File: src/rtl/utr_pkg.sv
// Summary of operation
// - tx select 0: irq on every buffer-to-shifter move
// - tx select 1: irq when move empties buffer
// - tx flag edge-set; select switchable while running
// - break bit forces transmit line low
// - break never raises the transmit interrupt
// - four-word receive buffer plus shift register
// - data available set while buffer non-empty
// - empty read returns stale data, no advance
// - read advances fifo, updates parity/framing flags
// - fifo cleared by reset, kept across power-save
// - rx flag edge-set, condition from select field
// - select 00/01: irq on every transfer
// - select 10: irq when buffer reaches three
// - select 11: irq when buffer becomes full
// - overrun when new character completes while full buffer blocks held word
package utr_pkg;
  // ------------------------------------------------------------
  // sizes and timing
  // ------------------------------------------------------------
  localparam int DATA_W = 8;
  localparam int RX_DEPTH = 4;
  localparam int TX_DEPTH = 4;
  localparam int OVERSAMPLE = 16;
  localparam int SAMPLE_POINT = 7;
  localparam int RX_LEVEL_THREE = 3;
  // ------------------------------------------------------------
  // status word bit positions
  // ------------------------------------------------------------
  localparam int STAT_W = 16;
  localparam int STAT_RX_AVAIL = 0;
  localparam int STAT_OVERRUN = 1;
  localparam int STAT_FRAMING = 2;
  localparam int STAT_PARITY = 3;
  localparam int STAT_RX_SEL_LO = 6;
  localparam int STAT_TX_IDLE = 8;
  localparam int STAT_TX_FULL = 9;
  localparam int STAT_TX_BREAK = 11;
  localparam int STAT_TX_SEL = 15;
  // ------------------------------------------------------------
  // encodings and reset values
  // ------------------------------------------------------------
  localparam logic [1:0] RXSEL_EACH_A = 2'h0;
  localparam logic [1:0] RXSEL_EACH_B = 2'h1;
  localparam logic [1:0] RXSEL_THREE = 2'h2;
  localparam logic [1:0] RXSEL_FULL = 2'h3;
  localparam logic TXSEL_SLOT_FREE = 1'h0;
  localparam logic TXSEL_EMPTY = 1'h1;
  localparam logic LINE_IDLE = 1'h1;
  localparam logic LINE_BREAK = 1'h0;
  localparam logic [DATA_W-1:0] DATA_RST = 8'h00;
  localparam logic [STAT_W-1:0] STAT_RST = 16'h0000;

  typedef enum logic [2:0] {RX_IDLE, RX_START, RX_DATA, RX_PARITY, RX_STOP} utr_rx_state_type;
endpackage : utr_pkg

File: src/rtl/utr_tx_shift.sv
`timescale 1ns/10ps
module utr_tx_shift #(
  parameter int DATA_W = utr_pkg::DATA_W,
  parameter int OVERSAMPLE = utr_pkg::OVERSAMPLE
) (
  input wire logic clk,
  input wire logic rst,
  input wire logic baud_tick,
  input wire logic load,
  input wire logic [DATA_W-1:0] load_data,
  input wire logic parity_en,
  input wire logic tx_break,
  output logic tx_line_q,
  output logic busy_q
);
  import utr_pkg::*;

  // ------------------------------------------------------------
  // frame: start, data lsb first, optional parity, stop
  // ------------------------------------------------------------
  localparam int FRAME_W = DATA_W + 3;
  localparam int BW = $clog2(FRAME_W + 1);
  localparam int TW = $clog2(OVERSAMPLE);
  localparam logic [BW-1:0] BITS_PAR = BW'(FRAME_W);
  localparam logic [BW-1:0] BITS_NOPAR = BW'(FRAME_W - 1);
  localparam logic [TW-1:0] TICK_LAST = TW'(OVERSAMPLE - 1);

  if (OVERSAMPLE < 2) begin : g_bad_os
    $error("utr_tx_shift: OVERSAMPLE must be at least 2");
  end

  logic [FRAME_W-1:0] shift_q;
  logic [BW-1:0] bits_left_q;
  logic [TW-1:0] tick_q;
  logic bit_end;

  assign bit_end = busy_q && baud_tick && (tick_q == TICK_LAST);

  // ------------------------------------------------------------
  // shifter
  // ------------------------------------------------------------
  always_ff @(posedge clk or posedge rst) begin
    if (rst) begin
      shift_q <= '1;
      bits_left_q <= '0;
      busy_q <= 1'b0;
    end else if (load && !busy_q) begin
      // without parity the parity slot is sent as the stop bit; the top stop bit is sent only with parity
      shift_q <= {1'b1, (parity_en ? ^load_data : 1'b1), load_data, 1'b0};
      bits_left_q <= parity_en ? BITS_PAR : BITS_NOPAR;
      busy_q <= 1'b1;
    end else if (bit_end) begin
      shift_q <= {1'b1, shift_q[FRAME_W-1:1]};
      bits_left_q <= bits_left_q - BW'(1);
      busy_q <= (bits_left_q != BW'(1));
    end
  end

  always_ff @(posedge clk or posedge rst) begin
    if (rst) begin
      tick_q <= '0;
    end else if (!busy_q) begin
      tick_q <= '0;
    end else if (baud_tick) begin
      tick_q <= (tick_q == TICK_LAST) ? '0 : tick_q + TW'(1);
    end
  end

  // ------------------------------------------------------------
  // line driver
  // ------------------------------------------------------------
  always_ff @(posedge clk or posedge rst) begin
    if (rst) begin
      tx_line_q <= LINE_IDLE;
    end else if (tx_break) begin
      tx_line_q <= LINE_BREAK;
    end else begin
      tx_line_q <= busy_q ? shift_q[0] : LINE_IDLE;
    end
  end
endmodule : utr_tx_shift

File: src/rtl/utr_rx_shift.sv
`timescale 1ns/10ps
module utr_rx_shift #(
  parameter int DATA_W = utr_pkg::DATA_W,
  parameter int OVERSAMPLE = utr_pkg::OVERSAMPLE
) (
  input wire logic clk,
  input wire logic rst,
  input wire logic baud_tick,
  input wire logic rx_line,
  input wire logic parity_en,
  output logic char_valid_q,
  output logic [DATA_W-1:0] char_data_q,
  output logic char_parity_error_q,
  output logic char_framing_error_q
);
  import utr_pkg::*;

  localparam int TW = $clog2(OVERSAMPLE);
  localparam int CW = $clog2(DATA_W + 1);
  localparam logic [TW-1:0] TICK_LAST = TW'(OVERSAMPLE - 1);
  localparam logic [TW-1:0] TICK_MID = TW'(SAMPLE_POINT);
  localparam logic [CW-1:0] LAST_BIT = CW'(DATA_W - 1);

  if (OVERSAMPLE < 2 * (SAMPLE_POINT + 1)) begin : g_bad_os
    $error("utr_rx_shift: OVERSAMPLE too small to sample mid-bit");
  end

  utr_rx_state_type state_q;
  logic [TW-1:0] tick_q;
  logic [CW-1:0] bit_q;
  logic [DATA_W-1:0] data_q;
  logic par_q;
  logic sample;

  assign sample = baud_tick && (tick_q == TICK_MID) && (state_q != RX_IDLE);

  // ------------------------------------------------------------
  // bit timing
  // ------------------------------------------------------------
  always_ff @(posedge clk or posedge rst) begin
    if (rst) begin
      tick_q <= '0;
    end else if (state_q == RX_IDLE) begin
      tick_q <= '0;
    end else if (baud_tick) begin
      tick_q <= (tick_q == TICK_LAST) ? '0 : tick_q + TW'(1);
    end
  end

  // ------------------------------------------------------------
  // frame sequencer
  // ------------------------------------------------------------
  always_ff @(posedge clk or posedge rst) begin
    if (rst) begin
      state_q <= RX_IDLE;
      bit_q <= '0;
      data_q <= '0;
      par_q <= 1'b0;
    end else begin
      unique case (state_q)
        RX_IDLE: begin
          if (!rx_line) begin
            state_q <= RX_START;
          end
        end
        RX_START: begin
          // a start bit that is high again at mid-bit was a glitch
          if (sample) begin
            state_q <= rx_line ? RX_IDLE : RX_DATA;
            bit_q <= '0;
          end
        end
        RX_DATA: begin
          if (sample) begin
            data_q <= {rx_line, data_q[DATA_W-1:1]};
            bit_q <= bit_q + CW'(1);
            if (bit_q == LAST_BIT) begin
              state_q <= parity_en ? RX_PARITY : RX_STOP;
            end
          end
        end
        RX_PARITY: begin
          if (sample) begin
            par_q <= rx_line;
            state_q <= RX_STOP;
          end
        end
        RX_STOP: begin
          if (sample) begin
            state_q <= RX_IDLE;
          end
        end
      endcase
    end
  end

  // ------------------------------------------------------------
  // completed character, pulsed at the stop-bit sample
  // ------------------------------------------------------------
  always_ff @(posedge clk or posedge rst) begin
    if (rst) begin
      char_valid_q <= 1'b0;
      char_data_q <= DATA_RST;
      char_parity_error_q <= 1'b0;
      char_framing_error_q <= 1'b0;
    end else begin
      char_valid_q <= sample && (state_q == RX_STOP);
      if (sample && (state_q == RX_STOP)) begin
        char_data_q <= data_q;
        char_parity_error_q <= parity_en && (par_q != ^data_q);
        char_framing_error_q <= !rx_line;
      end
    end
  end
endmodule : utr_rx_shift

File: src/rtl/utr_uart.sv
`timescale 1ns/10ps
module utr_uart #(
  parameter int DATA_W = utr_pkg::DATA_W,
  parameter int RX_DEPTH = utr_pkg::RX_DEPTH,
  parameter int TX_DEPTH = utr_pkg::TX_DEPTH,
  parameter int OVERSAMPLE = utr_pkg::OVERSAMPLE
) (
  input wire logic clk,
  input wire logic rst,
  input wire logic baud_tick,
  input wire logic parity_en,
  input wire logic tx_write,
  input wire logic [DATA_W-1:0] tx_wdata,
  input wire logic tx_irq_select,
  input wire logic tx_break,
  input wire logic tx_irq_clear,
  input wire logic rx_line,
  input wire logic rx_read,
  input wire logic [1:0] rx_irq_select,
  input wire logic rx_irq_clear,
  input wire logic overrun_clear,
  output logic tx_line,
  output logic tx_buffer_full_q,
  output logic tx_idle_q,
  output logic tx_irq_flag_q,
  output logic [DATA_W-1:0] rx_data_q,
  output logic parity_error_q,
  output logic framing_error_q,
  output logic rx_data_available_q,
  output logic overrun_error_q,
  output logic rx_irq_flag_q,
  output logic [utr_pkg::STAT_W-1:0] status_q
);
  import utr_pkg::*;

  // ------------------------------------------------------------
  // sizing
  // ------------------------------------------------------------
  localparam int RCW = $clog2(RX_DEPTH + 1);
  localparam int RPW = $clog2(RX_DEPTH);
  localparam int TCW = $clog2(TX_DEPTH + 1);
  localparam int TPW = $clog2(TX_DEPTH);
  localparam int WW = DATA_W + 2;
  localparam logic [RCW-1:0] RX_FULL = RCW'(RX_DEPTH);
  localparam logic [RCW-1:0] RX_THREE = RCW'(RX_LEVEL_THREE);
  localparam logic [RPW-1:0] RX_PTR_LAST = RPW'(RX_DEPTH - 1);
  localparam logic [TCW-1:0] TX_FULL = TCW'(TX_DEPTH);
  localparam logic [TPW-1:0] TX_PTR_LAST = TPW'(TX_DEPTH - 1);

  // the threshold mode needs a buffer at least three deep
  if (RX_DEPTH < RX_LEVEL_THREE) begin : g_bad_rx
    $error("utr_uart: RX_DEPTH must be at least 3");
  end
  if (TX_DEPTH < 2) begin : g_bad_tx
    $error("utr_uart: TX_DEPTH must be at least 2");
  end

  // ------------------------------------------------------------
  // transmit buffer
  // ------------------------------------------------------------
  logic [DATA_W-1:0] tx_mem [TX_DEPTH];
  logic [TPW-1:0] tx_wr_q;
  logic [TPW-1:0] tx_rd_q;
  logic [TCW-1:0] tx_count_q;
  logic [TCW-1:0] tx_count_d;
  logic tx_push;
  logic tx_load;
  logic tx_busy;
  logic tx_event;

  assign tx_push = tx_write && (tx_count_q != TX_FULL);
  // no load while breaking, so a break never moves a word
  assign tx_load = !tx_busy && (tx_count_q != '0) && !tx_break;

  always_comb begin
    tx_count_d = tx_count_q;
    if (tx_push && !tx_load) begin
      tx_count_d = tx_count_q + TCW'(1);
    end else if (tx_load && !tx_push) begin
      tx_count_d = tx_count_q - TCW'(1);
    end
  end

  always_ff @(posedge clk) begin
    if (tx_push) begin
      tx_mem[tx_wr_q] <= tx_wdata;
    end
  end

  always_ff @(posedge clk or posedge rst) begin
    if (rst) begin
      tx_wr_q <= '0;
      tx_rd_q <= '0;
      tx_count_q <= '0;
    end else begin
      if (tx_push) begin
        tx_wr_q <= (tx_wr_q == TX_PTR_LAST) ? '0 : tx_wr_q + TPW'(1);
      end
      if (tx_load) begin
        tx_rd_q <= (tx_rd_q == TX_PTR_LAST) ? '0 : tx_rd_q + TPW'(1);
      end
      tx_count_q <= tx_count_d;
    end
  end

  utr_tx_shift #(
    .DATA_W(DATA_W),
    .OVERSAMPLE(OVERSAMPLE)
  ) u_tx (
    .clk(clk),
    .rst(rst),
    .baud_tick(baud_tick),
    .load(tx_load),
    .load_data(tx_mem[tx_rd_q]),
    .parity_en(parity_en),
    .tx_break(tx_break),
    .tx_line_q(tx_line),
    .busy_q(tx_busy)
  );

  // ------------------------------------------------------------
  // transmit interrupt
  // ------------------------------------------------------------
  // select is read live, so software may change it at any time
  assign tx_event = tx_load && ((tx_irq_select == TXSEL_SLOT_FREE) ||
                                (tx_count_d == '0));

  always_ff @(posedge clk or posedge rst) begin
    if (rst) begin
      tx_irq_flag_q <= 1'b0;
    end else if (tx_event) begin
      tx_irq_flag_q <= 1'b1;
    end else if (tx_irq_clear) begin
      tx_irq_flag_q <= 1'b0;
    end
  end

  always_ff @(posedge clk or posedge rst) begin
    if (rst) begin
      tx_buffer_full_q <= 1'b0;
      tx_idle_q <= 1'b1;
    end else begin
      tx_buffer_full_q <= (tx_count_d == TX_FULL);
      tx_idle_q <= !tx_busy && !tx_load && (tx_count_d == '0);
    end
  end

  // ------------------------------------------------------------
  // receive shift register and held character
  // ------------------------------------------------------------
  logic char_valid;
  logic [DATA_W-1:0] char_data;
  logic char_parity_error;
  logic char_framing_error;
  logic held_valid_q;
  logic [WW-1:0] held_word_q;
  logic rx_push;
  logic rx_pop;
  logic ovr_event;
  logic [RCW-1:0] rx_count_q;

  utr_rx_shift #(
    .DATA_W(DATA_W),
    .OVERSAMPLE(OVERSAMPLE)
  ) u_rx (
    .clk(clk),
    .rst(rst),
    .baud_tick(baud_tick),
    .rx_line(rx_line),
    .parity_en(parity_en),
    .char_valid_q(char_valid),
    .char_data_q(char_data),
    .char_parity_error_q(char_parity_error),
    .char_framing_error_q(char_framing_error)
  );

  // the held word is the fifth place of the fifo
  assign rx_push = held_valid_q && (rx_count_q != RX_FULL) && !overrun_error_q;
  // a new stop bit while the held word is still blocked
  assign ovr_event = char_valid && held_valid_q && !rx_push && !overrun_error_q;

  always_ff @(posedge clk or posedge rst) begin
    if (rst) begin
      held_valid_q <= 1'b0;
      held_word_q <= '0;
    end else if (overrun_error_q || ovr_event) begin
      held_valid_q <= 1'b0;
    end else if (char_valid) begin
      held_valid_q <= 1'b1;
      held_word_q <= {char_parity_error, char_framing_error, char_data};
    end else if (rx_push) begin
      held_valid_q <= 1'b0;
    end
  end

  // ------------------------------------------------------------
  // receive buffer
  // ------------------------------------------------------------
  logic [WW-1:0] rx_mem [RX_DEPTH];
  logic [RPW-1:0] rx_wr_q;
  logic [RPW-1:0] rx_rd_q;
  logic [RCW-1:0] rx_count_d;
  logic [RCW-1:0] rx_level_after;
  logic rx_event;

  assign rx_pop = rx_read && (rx_count_q != '0);

  always_comb begin
    rx_count_d = rx_count_q;
    if (rx_push && !rx_pop) begin
      rx_count_d = rx_count_q + RCW'(1);
    end else if (rx_pop && !rx_push) begin
      rx_count_d = rx_count_q - RCW'(1);
    end
  end

  always_ff @(posedge clk) begin
    if (rx_push) begin
      rx_mem[rx_wr_q] <= held_word_q;
    end
  end

  // reset is the only clear; no power-state input touches the fifo
  always_ff @(posedge clk or posedge rst) begin
    if (rst) begin
      rx_wr_q <= '0;
      rx_rd_q <= '0;
      rx_count_q <= '0;
    end else begin
      if (rx_push) begin
        rx_wr_q <= (rx_wr_q == RX_PTR_LAST) ? '0 : rx_wr_q + RPW'(1);
      end
      if (rx_pop) begin
        rx_rd_q <= (rx_rd_q == RX_PTR_LAST) ? '0 : rx_rd_q + RPW'(1);
      end
      rx_count_q <= rx_count_d;
    end
  end

  // stale word stays on the outputs when an empty buffer is read
  always_ff @(posedge clk or posedge rst) begin
    if (rst) begin
      rx_data_q <= DATA_RST;
      parity_error_q <= 1'b0;
      framing_error_q <= 1'b0;
    end else if (rx_pop) begin
      rx_data_q <= rx_mem[rx_rd_q][DATA_W-1:0];
      parity_error_q <= rx_mem[rx_rd_q][WW-1];
      framing_error_q <= rx_mem[rx_rd_q][WW-2];
    end
  end

  always_ff @(posedge clk or posedge rst) begin
    if (rst) begin
      rx_data_available_q <= 1'b0;
    end else begin
      rx_data_available_q <= (rx_count_d != '0);
    end
  end

  // ------------------------------------------------------------
  // receive interrupt and overrun
  // ------------------------------------------------------------
  // level counted from the transfer alone, ignoring a same-cycle read
  assign rx_level_after = rx_count_q + RCW'(1);

  always_comb begin
    rx_event = 1'b0;
    unique case (rx_irq_select)
      RXSEL_EACH_A, RXSEL_EACH_B: rx_event = rx_push;
      RXSEL_THREE: rx_event = rx_push && (rx_level_after == RX_THREE);
      RXSEL_FULL: rx_event = rx_push && (rx_level_after == RX_FULL);
    endcase
  end

  always_ff @(posedge clk or posedge rst) begin
    if (rst) begin
      rx_irq_flag_q <= 1'b0;
    end else if (rx_event) begin
      rx_irq_flag_q <= 1'b1;
    end else if (rx_irq_clear) begin
      rx_irq_flag_q <= 1'b0;
    end
  end

  // only software clears overrun; a new overrun wins over the clear
  always_ff @(posedge clk or posedge rst) begin
    if (rst) begin
      overrun_error_q <= 1'b0;
    end else if (ovr_event) begin
      overrun_error_q <= 1'b1;
    end else if (overrun_clear) begin
      overrun_error_q <= 1'b0;
    end
  end

  // ------------------------------------------------------------
  // status word mirror
  // ------------------------------------------------------------
  always_ff @(posedge clk or posedge rst) begin
    if (rst) begin
      status_q <= STAT_RST;
    end else begin
      status_q <= STAT_RST;
      status_q[STAT_RX_AVAIL] <= rx_data_available_q;
      status_q[STAT_OVERRUN] <= overrun_error_q;
      status_q[STAT_FRAMING] <= framing_error_q;
      status_q[STAT_PARITY] <= parity_error_q;
      status_q[STAT_RX_SEL_LO +: 2] <= rx_irq_select;
      status_q[STAT_TX_IDLE] <= tx_idle_q;
      status_q[STAT_TX_FULL] <= tx_buffer_full_q;
      status_q[STAT_TX_BREAK] <= tx_break;
      status_q[STAT_TX_SEL] <= tx_irq_select;
    end
  end
endmodule : utr_uart

File: config.mk
export PLATFORM = sky130hd
export DESIGN_NAME = utr_uart
export DESIGN_NICKNAME = d
export VERILOG_FILES = /design/src/rtl/utr_pkg.sv /design/src/rtl/utr_tx_shift.sv /design/src/rtl/utr_rx_shift.sv /design/src/rtl/utr_uart.sv
export SDC_FILE = /design/constraint.sdc
export NUM_CORES = 1
export LEC_CHECK = 0
export ABC_AREA = 1
export BUFFER_PORTS_ARGS = -buffer_cell sky130_fd_sc_hd__clkbuf_2
export CORE_MARGIN = 5
export CORE_UTILIZATION = 65
export DETAILED_ROUTE_END_ITERATION = 12
export GPL_TIMING_DRIVEN = 1
export PLACE_DENSITY_LB_ADDON = 0.3
export SYNTH_ARGS = -nofsm -noshare
export SYNTH_HDL_FRONTEND = slang
export SYNTH_SLANG_ARGS = --single-unit
export TNS_END_PERCENT = 100
File: constraint.sdc
create_clock -name clk -period 5.19 [get_ports clk]
set_input_delay 1.038 -clock clk [delete_from_list [all_inputs] [get_ports clk]]
set_output_delay 1.038 -clock clk [all_outputs]
set_load 0.01 [all_outputs]
==> impl_results.md, run 1 <==
* Drt drc at 0
* Final Util at 0.746
* Mapped cell area at 7740 µm²
* Arr. time, crit path at 2.53 ns
* Final instance area at 8630 µm²
* Port bufs at 48
* FP Rows at 39
* Synth area leaders: dfrtp_1 (29%), edfxtp_1 (28%), nand2_1 (9.7%)
* Clock slew at the register clock pins of the worst setup and hold paths at 0.06 ns
* Crit path required time at 5.51 ns
* RSZ-0062 raised after global routing: no
* Post-placement cell area at 8010 µm²
* Part of the Yosys area used for sequential elements at 0.611
* Via/cell ratio at 5.52
* Largest net degree at the start of global routing at 77
* Number of setup buffers added after CTS at 0
* Max_cap viols at 0
* Share of the synthesized area in the top cell type at 0.291
* First drt pass iteration count at 5
* Layout area overhead at 11.4%
* Final Power at 4600 µW
* Top FF cell, synth: dfrtp_1
* Routability Congestion at 0.773
* Slew @ Worst Pin at 0.995 ns
* WL final at 14400 µm
* Die ar. at 14200 µm²
* Net Sw Frac at 0.357
* Sequential Power Share at 0.427
* Die H at 119 µm
* Synth warn at 0
* FMAX at 0.452 GHz
* Pleak at 0.00386 µW
* Antenna Nets Post-Route at 0
* Final Setup Violations at 0
* Outcome: completed
* CTS tree: done
* Slew Viols, Final at 0
* DP HPWL at 9310 µm
* Fin. Hold Viols at 0
* Clock network fraction of total power at 0.286
* Synth async-reset ratio at 0.586
* Gate power share at 0.287
* TNS Setup at 0 ns
* Htree depth at 4
* Synth unique cells at 48
* Initial core utilization at 0.669
* Final Cycle Share at 0.426
* Layout cell share with drive strength beyond 1 at 0.146
* Root Driver: clkbuf_16
* Crit. End Element: flop
* Clock Sinks at 174
* Yosys reg bits at 174
* Final Net Count at 860
* Post-synth EDFFs at 72
* Global-route wire length before repair at 24300 µm
* Internal cell power at 2960 µW
* Pwr per Cell Area at 533 nW/µm²
* Critical-path top delay cell: nand3_1
* Avg WL per Cell at 14.8 µm
* Final Skew at 0.00766 ns
* Congestion Overflow GR at 0
* Total CTS buffers at 17
* Number of global-route vias before repair at 5248
* Crit Path Max Fanout at 20
* Relative slew slack at 0.334
* Maximum VDD drop at 0.000380 V
* Most frequent cell after synthesis: nand2_1
* Max Buffers Root-to-Sink at 2
* Final min period at 2.21 ns
* Top cells by count, synth: nand2_1 (200), dfrtp_1 (90), nor2_1 (78)
* Hold Crit Class: reg2reg
* Post-synth top area cell: dfrtp_1
* Total Routing Usage GR at 0.214
* Critical path class: in2reg
* Hold_buf cts at 0
* Antenna violations before repair at 0
* Post-CTS resize count at 0
* CORE AREA at 11600 µm²
* CP max stage delay at 0.52 ns
* Drt initial violations at 320
* DR vias at 5368
* Worst setup SP type: input port
* Diode count at 0
* Cells after Synth at 772
* CP cell instances: clkbuf_2 > nand3_2 > nor3_4 > nand3_1 > o21ai_0
* Synth Area per Inst at 10.0 µm²
* IO Count at 55
* Chip width at 119 µm
* Psw at 1640 µW
* Worst-skew pair later-pin latency at 0.43 ns
* Fill count at 749
per-stage QoR:
| step | hold slack, ns | instances | setup WS (ns) |
|---|---|---|---|
| after global routing | 0.398 | 973 | 2.76 |
| final | 0.373 | 973 | 2.98 |
| after global placement | 0.363 | 941 | 2.70 |
| after floorplan | 0.414 | 777 | 1.50 |
| after CTS | 0.377 | 973 | 2.97 |
| after detailed placement | 0.363 | 941 | 2.62 |
sequential cells by signal, summed over array words and instances (netlist names), 8 cells and up:
| name | count |
|---|---|
| rx_data_q | 8 |
| tx_mem | 32 |
| rx_mem | 40 |
| u_rx.data_q | 8 |
| u_rx.char_data_q | 8 |
| u_tx.shift_q | 10 |
| status_q | 10 |
| held_word_q | 10 |
layer usage:
metal  track usage  vias to the layer above  part of all wire
li1              -                     2627                 -
met1         0.257                     2563              0.41
met2         0.373                      150              0.52
met3        0.0469                       28             0.048
met4        0.0927                        0             0.019
met5             0                        -                 0
cell type report:
type                            instances  area, µm²  share of cell area
Clock buffer                           19        443              0.0513
Clock inverter                         13        175              0.0203
Inverter                               71        279              0.0323
Multi-Input combinational cell        504       2570               0.298
Sequential cell                       174       4730               0.548
Tap cell                              143        179              0.0207
Timing Repair Buffer                   49        248              0.0287
worst max-delay path, delay by kind of cell:
kind,cells,cell delay [ns]
compound gates,1,0.38
buf+inv,1,0.21
simple gates,3,0.90
power groups by stage:
stage	Combinational, µW	Clock (µW)	Sequential [µW]
after detailed placement	1290	0	1980
after CTS	1320	1330	1960
after floorplan	1060	0	1890
final	1320	1320	1960
after global routing	1510	1390	2000
after global placement	1210	0	1960
logic make-up (layout without fill, tap and decap cells):
group           count (synthesis)  in the layout  synth area share
flops                         174            174             0.611
simple gates                  352            352             0.193
mux                             9              9            0.0131
fa+ha+maj                      21             21            0.0339
other cells                     1              6          0.000484
compound gates                103            103            0.0745
buf+inv                        99            152            0.0590
xor+xnor                       13             13            0.0147
path summary, 6_finish.rpt:
path / startpoint / end / slack [ns] / cells past startpoint
worst max-delay path: baud_tick / u_rx.data_q[6] / 2.98 / 5
worst min-delay path: rx_data_available_q / status_q[0] / 0.37 / 0
worst max register to register: rx_count_q[0] / rx_mem[1][6] / 3.00 / 5
worst min register to register: rx_data_available_q / status_q[0] / 0.37 / 0
max in group asynchronous: rst / rx_data_available_q / 3.52 / 3
min in group asynchronous: rst / status_q[15] / 0.78 / 2
cells in the final DEF, fill, tap and decap left out, types with 2 or more instances in the layout:
| cell | netlist | layout |
|---|---|---|
| a21oi_1 | 8 | 8 |
| o21ai_0 | 50 | 50 |
| inv_6 | 0 | 4 |
| clkbuf_2 | 0 | 48 |
| a211oi_1 | 4 | 4 |
| dfrtp_1 | 90 | 90 |
| inv_2 | 4 | 4 |
| o21a_1 | 3 | 3 |
| edfxtp_1 | 72 | 72 |
| clkbuf_16 | 0 | 17 |
| o21ai_1 | 16 | 16 |
| nand3_1 | 43 | 43 |
| nand2_1 | 200 | 200 |
| nand2_2 | 9 | 9 |
| bufinv_16 | 0 | 3 |
| conb_1 | 1 | 6 |
| nand4_1 | 2 | 2 |
| a31oi_1 | 11 | 11 |
| dfstp_2 | 12 | 12 |
| ha_1 | 21 | 21 |
| mux2_1 | 8 | 8 |
| nand3_2 | 3 | 3 |
| inv_4 | 2 | 3 |
| clkinv_1 | 1 | 2 |
| inv_1 | 63 | 62 |
| nor2_1 | 78 | 78 |
| nor2_4 | 2 | 2 |
| xor2_1 | 6 | 6 |
| xnor2_1 | 7 | 7 |
| o211ai_1 | 5 | 5 |
| nor3_1 | 7 | 7 |
| clkinv_4 | 1 | 5 |
No activity file was read; power rests on OpenSTA's default activity.
==> inputs of run 2 (changes only) <==
Settings changed: ABC_AREA 1 to 0, CORE_UTILIZATION 65 to 54.
Clock period 5.19 ns to 1.9 ns, I/O delays scaled along.
==> run 2 against run 1 <==
Effect of this change:
- global-route usage shrank 4.8 points
- design area grew 0.51%
- via count shrank 23%
- the flow now finishes with violations (negative setup slack)
- final cell count shrank 20%
- synthesized area shrank 4.7%
- combinational power grew 140%
- critical path type is now reg2reg
- largest cell class unchanged
- sequential cell count is the same
- register-to-register slack lost 3.0 ns
==> impl_results.md, run 2 <==
* Final Util at 0.652
* Final Setup Violations at 3
* Port bufs at 48
* FP Rows at 42
* Fill count at 944
* Post-synth top area cell: dfrtp_1
* Pleak at 0.00365 µW
* Routability Congestion at 0.810
* FMAX at 0.514 GHz
* Fin worst setup slack at -0.0437 ns
* Root Driver: clkbuf_16
* Cells after Synth at 514
* Largest net degree at the start of global routing at 103
* FF+latch area at 4730 µm²
* WHS Endpoint: status_q[15]
* Avg WL per Cell at 15.9 µm
* Top reg by flops: rx_mem
* Maximum VDD drop at 0.000891 V
* Global-route wire length before repair at 21300 µm
* Gate power share at 0.267
* Max_cap viols at 0
* Violated checks: negative setup slack
* Largest registers: rx_mem (40), tx_mem (32)
* Hold Path Stages at 1
* Most frequent cells in the layout: dfrtp_1 (89), edfxtp_1 (72), clkbuf_2 (48)
* DP HPWL at 8460 µm
* Yosys reg bits at 174
* Final Skew at 0.00731 ns
* Final Net Count at 634
* Sequential Power Share at 0.440
* Drt drc at 0
* Internal cell power at 8250 µW
* Critical path class: reg2reg
* Hold Crit Class: in2reg
* Number of global-route vias before repair at 4344
* Clock network fraction of total power at 0.292
* Worst-skew pair later-pin latency at 0.42 ns
* Clock slew at the register clock pins of the worst setup and hold paths at 0.06 ns
* Congestion Overflow GR at 0
* Synth warn at 0
* Max Buffers Root-to-Sink at 2
* Final Cycle Share at 1.02
* Top cells by count, synth: dfrtp_1 (90), edfxtp_1 (72), mux2_2 (37), nand2_1 (37), o21ai_0 (28)
* Pwr per Cell Area at 1350 nW/µm²
* Multi-input gate area at 2530 µm²
* Commonest non-fill, non-tap cell in the layout: dfrtp_1
* Synth unique cells at 53
* Hold path startpoint: tx_irq_select
* Hold_buf cts at 0
* RSZ-0062 raised after global routing: yes
* R2R Path End: tx_buffer_full_q
* Sum of buffers and inverters on the critical path at 2
* First drt pass iteration count at 4
* Total Routing Usage GR at 0.166
* Synth async-reset ratio at 0.586
* Part of the Yosys area used for sequential elements at 0.641
* Slew @ Worst Pin at 0.554 ns
* Total CTS buffers at 17
* Top FF cell, synth: dfrtp_1
* Final hold slack at 0.0784 ns
* Drt initial violations at 203
* Net Sw Frac at 0.294
* Final min period at 1.94 ns
* CTS tree: done
* Crit. End Element: flop
* CORE AREA at 13300 µm²
* Antenna violations before repair at 0
* Share of the synthesized area in the top cell type at 0.305
* Htree depth at 4
* Die H at 127 µm
* Layout area overhead at 17.5%
* Synth Area per Inst at 14.4 µm²
* Crit Path Max Fanout at 4
* Most frequent cell after synthesis: dfrtp_1
* Outcome: finished with violations
* WL final at 12400 µm
* Antenna Nets Post-Route at 0
* Critical-path top delay cell: or4_4
* Mapped cell area at 7380 µm²
* Top delay family on crit path: simple AND/OR/NAND/NOR gates
* Largest register FFs at 40
* Via/cell ratio at 5.33
* Psw at 3440 µW
* Synth area leaders: dfrtp_1 (31%), edfxtp_1 (29%), mux2_2 (5.6%)
* CP cell instances: inv_2 > ha_4 > nor2b_4 > or4_4 > o22ai_4 > xnor2_2 > inv_1 > and2_4
* Post-synth EDFFs at 72
* Reg2reg setup slack at -0.04 ns
* Worst setup SP type: flop
* DR vias at 4154
* Initial core utilization at 0.555
* Crit path required time at 2.21 ns
* R2R Path Start: tx_count_q[1]
* Clock Sinks at 174
* R2R cell count at 8
* Die ar. at 16100 µm²
* Arr. time, crit path at 2.26 ns
* IO Count at 55
* Diode count at 0
* Relative slew slack at 0.631
* Final Power at 11700 µW
* Slew Viols, Final at 0
* CP max stage delay at 0.53 ns
* Chip width at 127 µm
* Layout cell share with drive strength beyond 1 at 0.351
* Fin. Hold Viols at 0
## run 2: changes by cell type after synthesis, sizes merged, moves of 29 or more
| cell | before | now |
|---|---|---|
| nor2 | 81 | 24 |
| nand2 | 210 | 38 |
| inv | 69 | 24 |
| o21ai | 66 | 29 |
| nand3 | 47 | 8 |
| mux2 | 9 | 38 |
## run 2: cells by family (layout without fill, tap and decap cells)
family / Yosys count / count (layout) / share of synthesized area
buf+inv: 50 / 135 / 0.0324
xor+xnor: 26 / 26 / 0.0309
compound gates: 62 / 62 / 0.0511
fa+ha+maj: 22 / 22 / 0.0371
other cells: 1 / 6 / 0.000508
flops: 174 / 174 / 0.641
mux: 68 / 68 / 0.129
simple gates: 111 / 111 / 0.0777
## run 2: metal layers
| layer | vias up | track usage | part of all wire |
|---|---|---|---|
| met5 | - | 0 | 0 |
| met2 | 69 | 0.293 | 0.53 |
| li1 | 1985 | - | - |
| met4 | 0 | 0.0593 | 0.016 |
| met1 | 2082 | 0.196 | 0.41 |
| met3 | 18 | 0.0454 | 0.038 |
## run 2: layout make-up
| cell class | count | area share |
|---|---|---|
| flip-flops and latches | 174 | 0.546 |
| multi-input cells | 295 | 0.292 |
| repair buffers | 79 | 0.0589 |
| clock buffers | 19 | 0.0499 |
| well taps | 176 | 0.0254 |
| clock inverters | 13 | 0.0176 |
| inverters | 24 | 0.0108 |
## run 2: metrics by stage
step	instances	instance area [µm²]	setup TNS, ns	worst slack (ns)
after floorplan	519	7450	-0.229	-0.0290
after global placement	746	8020	0	0.0198
after detailed placement	746	8020	-0.121	-0.0806
after CTS	780	8640	0	0.00667
after global routing	780	8670	-0.249	-0.0900
final	780	8670	-0.106	-0.0437
## run 2: worst max path at each step
stage	from	cells past startpoint	slack [ns]	end
detailed placement	tx_count_q[1]	8	-0.08	tx_buffer_full_q
floorplan	u_rx.tick_q[0]	6	-0.03	u_rx.data_q[0]
CTS	tx_count_q[1]	8	0.007	tx_buffer_full_q
finish	tx_count_q[1]	8	-0.04	tx_buffer_full_q
global route	tx_count_q[1]	8	-0.09	tx_buffer_full_q
global placement	tx_count_q[1]	8	0.02	tx_buffer_full_q
## run 2: power by group through the flow
stage | Clock, µW | Sequential, µW | Combinational, µW
finish | 3420 | 5140 | 3130
global route | 3670 | 5230 | 3450
CTS | 3480 | 5140 | 3090
detailed placement | 0 | 5210 | 3000
global placement | 0 | 5150 | 2850
floorplan | 0 | 5130 | 2130
## run 2: what timing repair did
item                                    4_1_cts  5_1_grt
gates resized for setup                       4        9
setup buffers                                 2        0
pin swaps                                     3        1
endpoints found under the setup margin        3       14
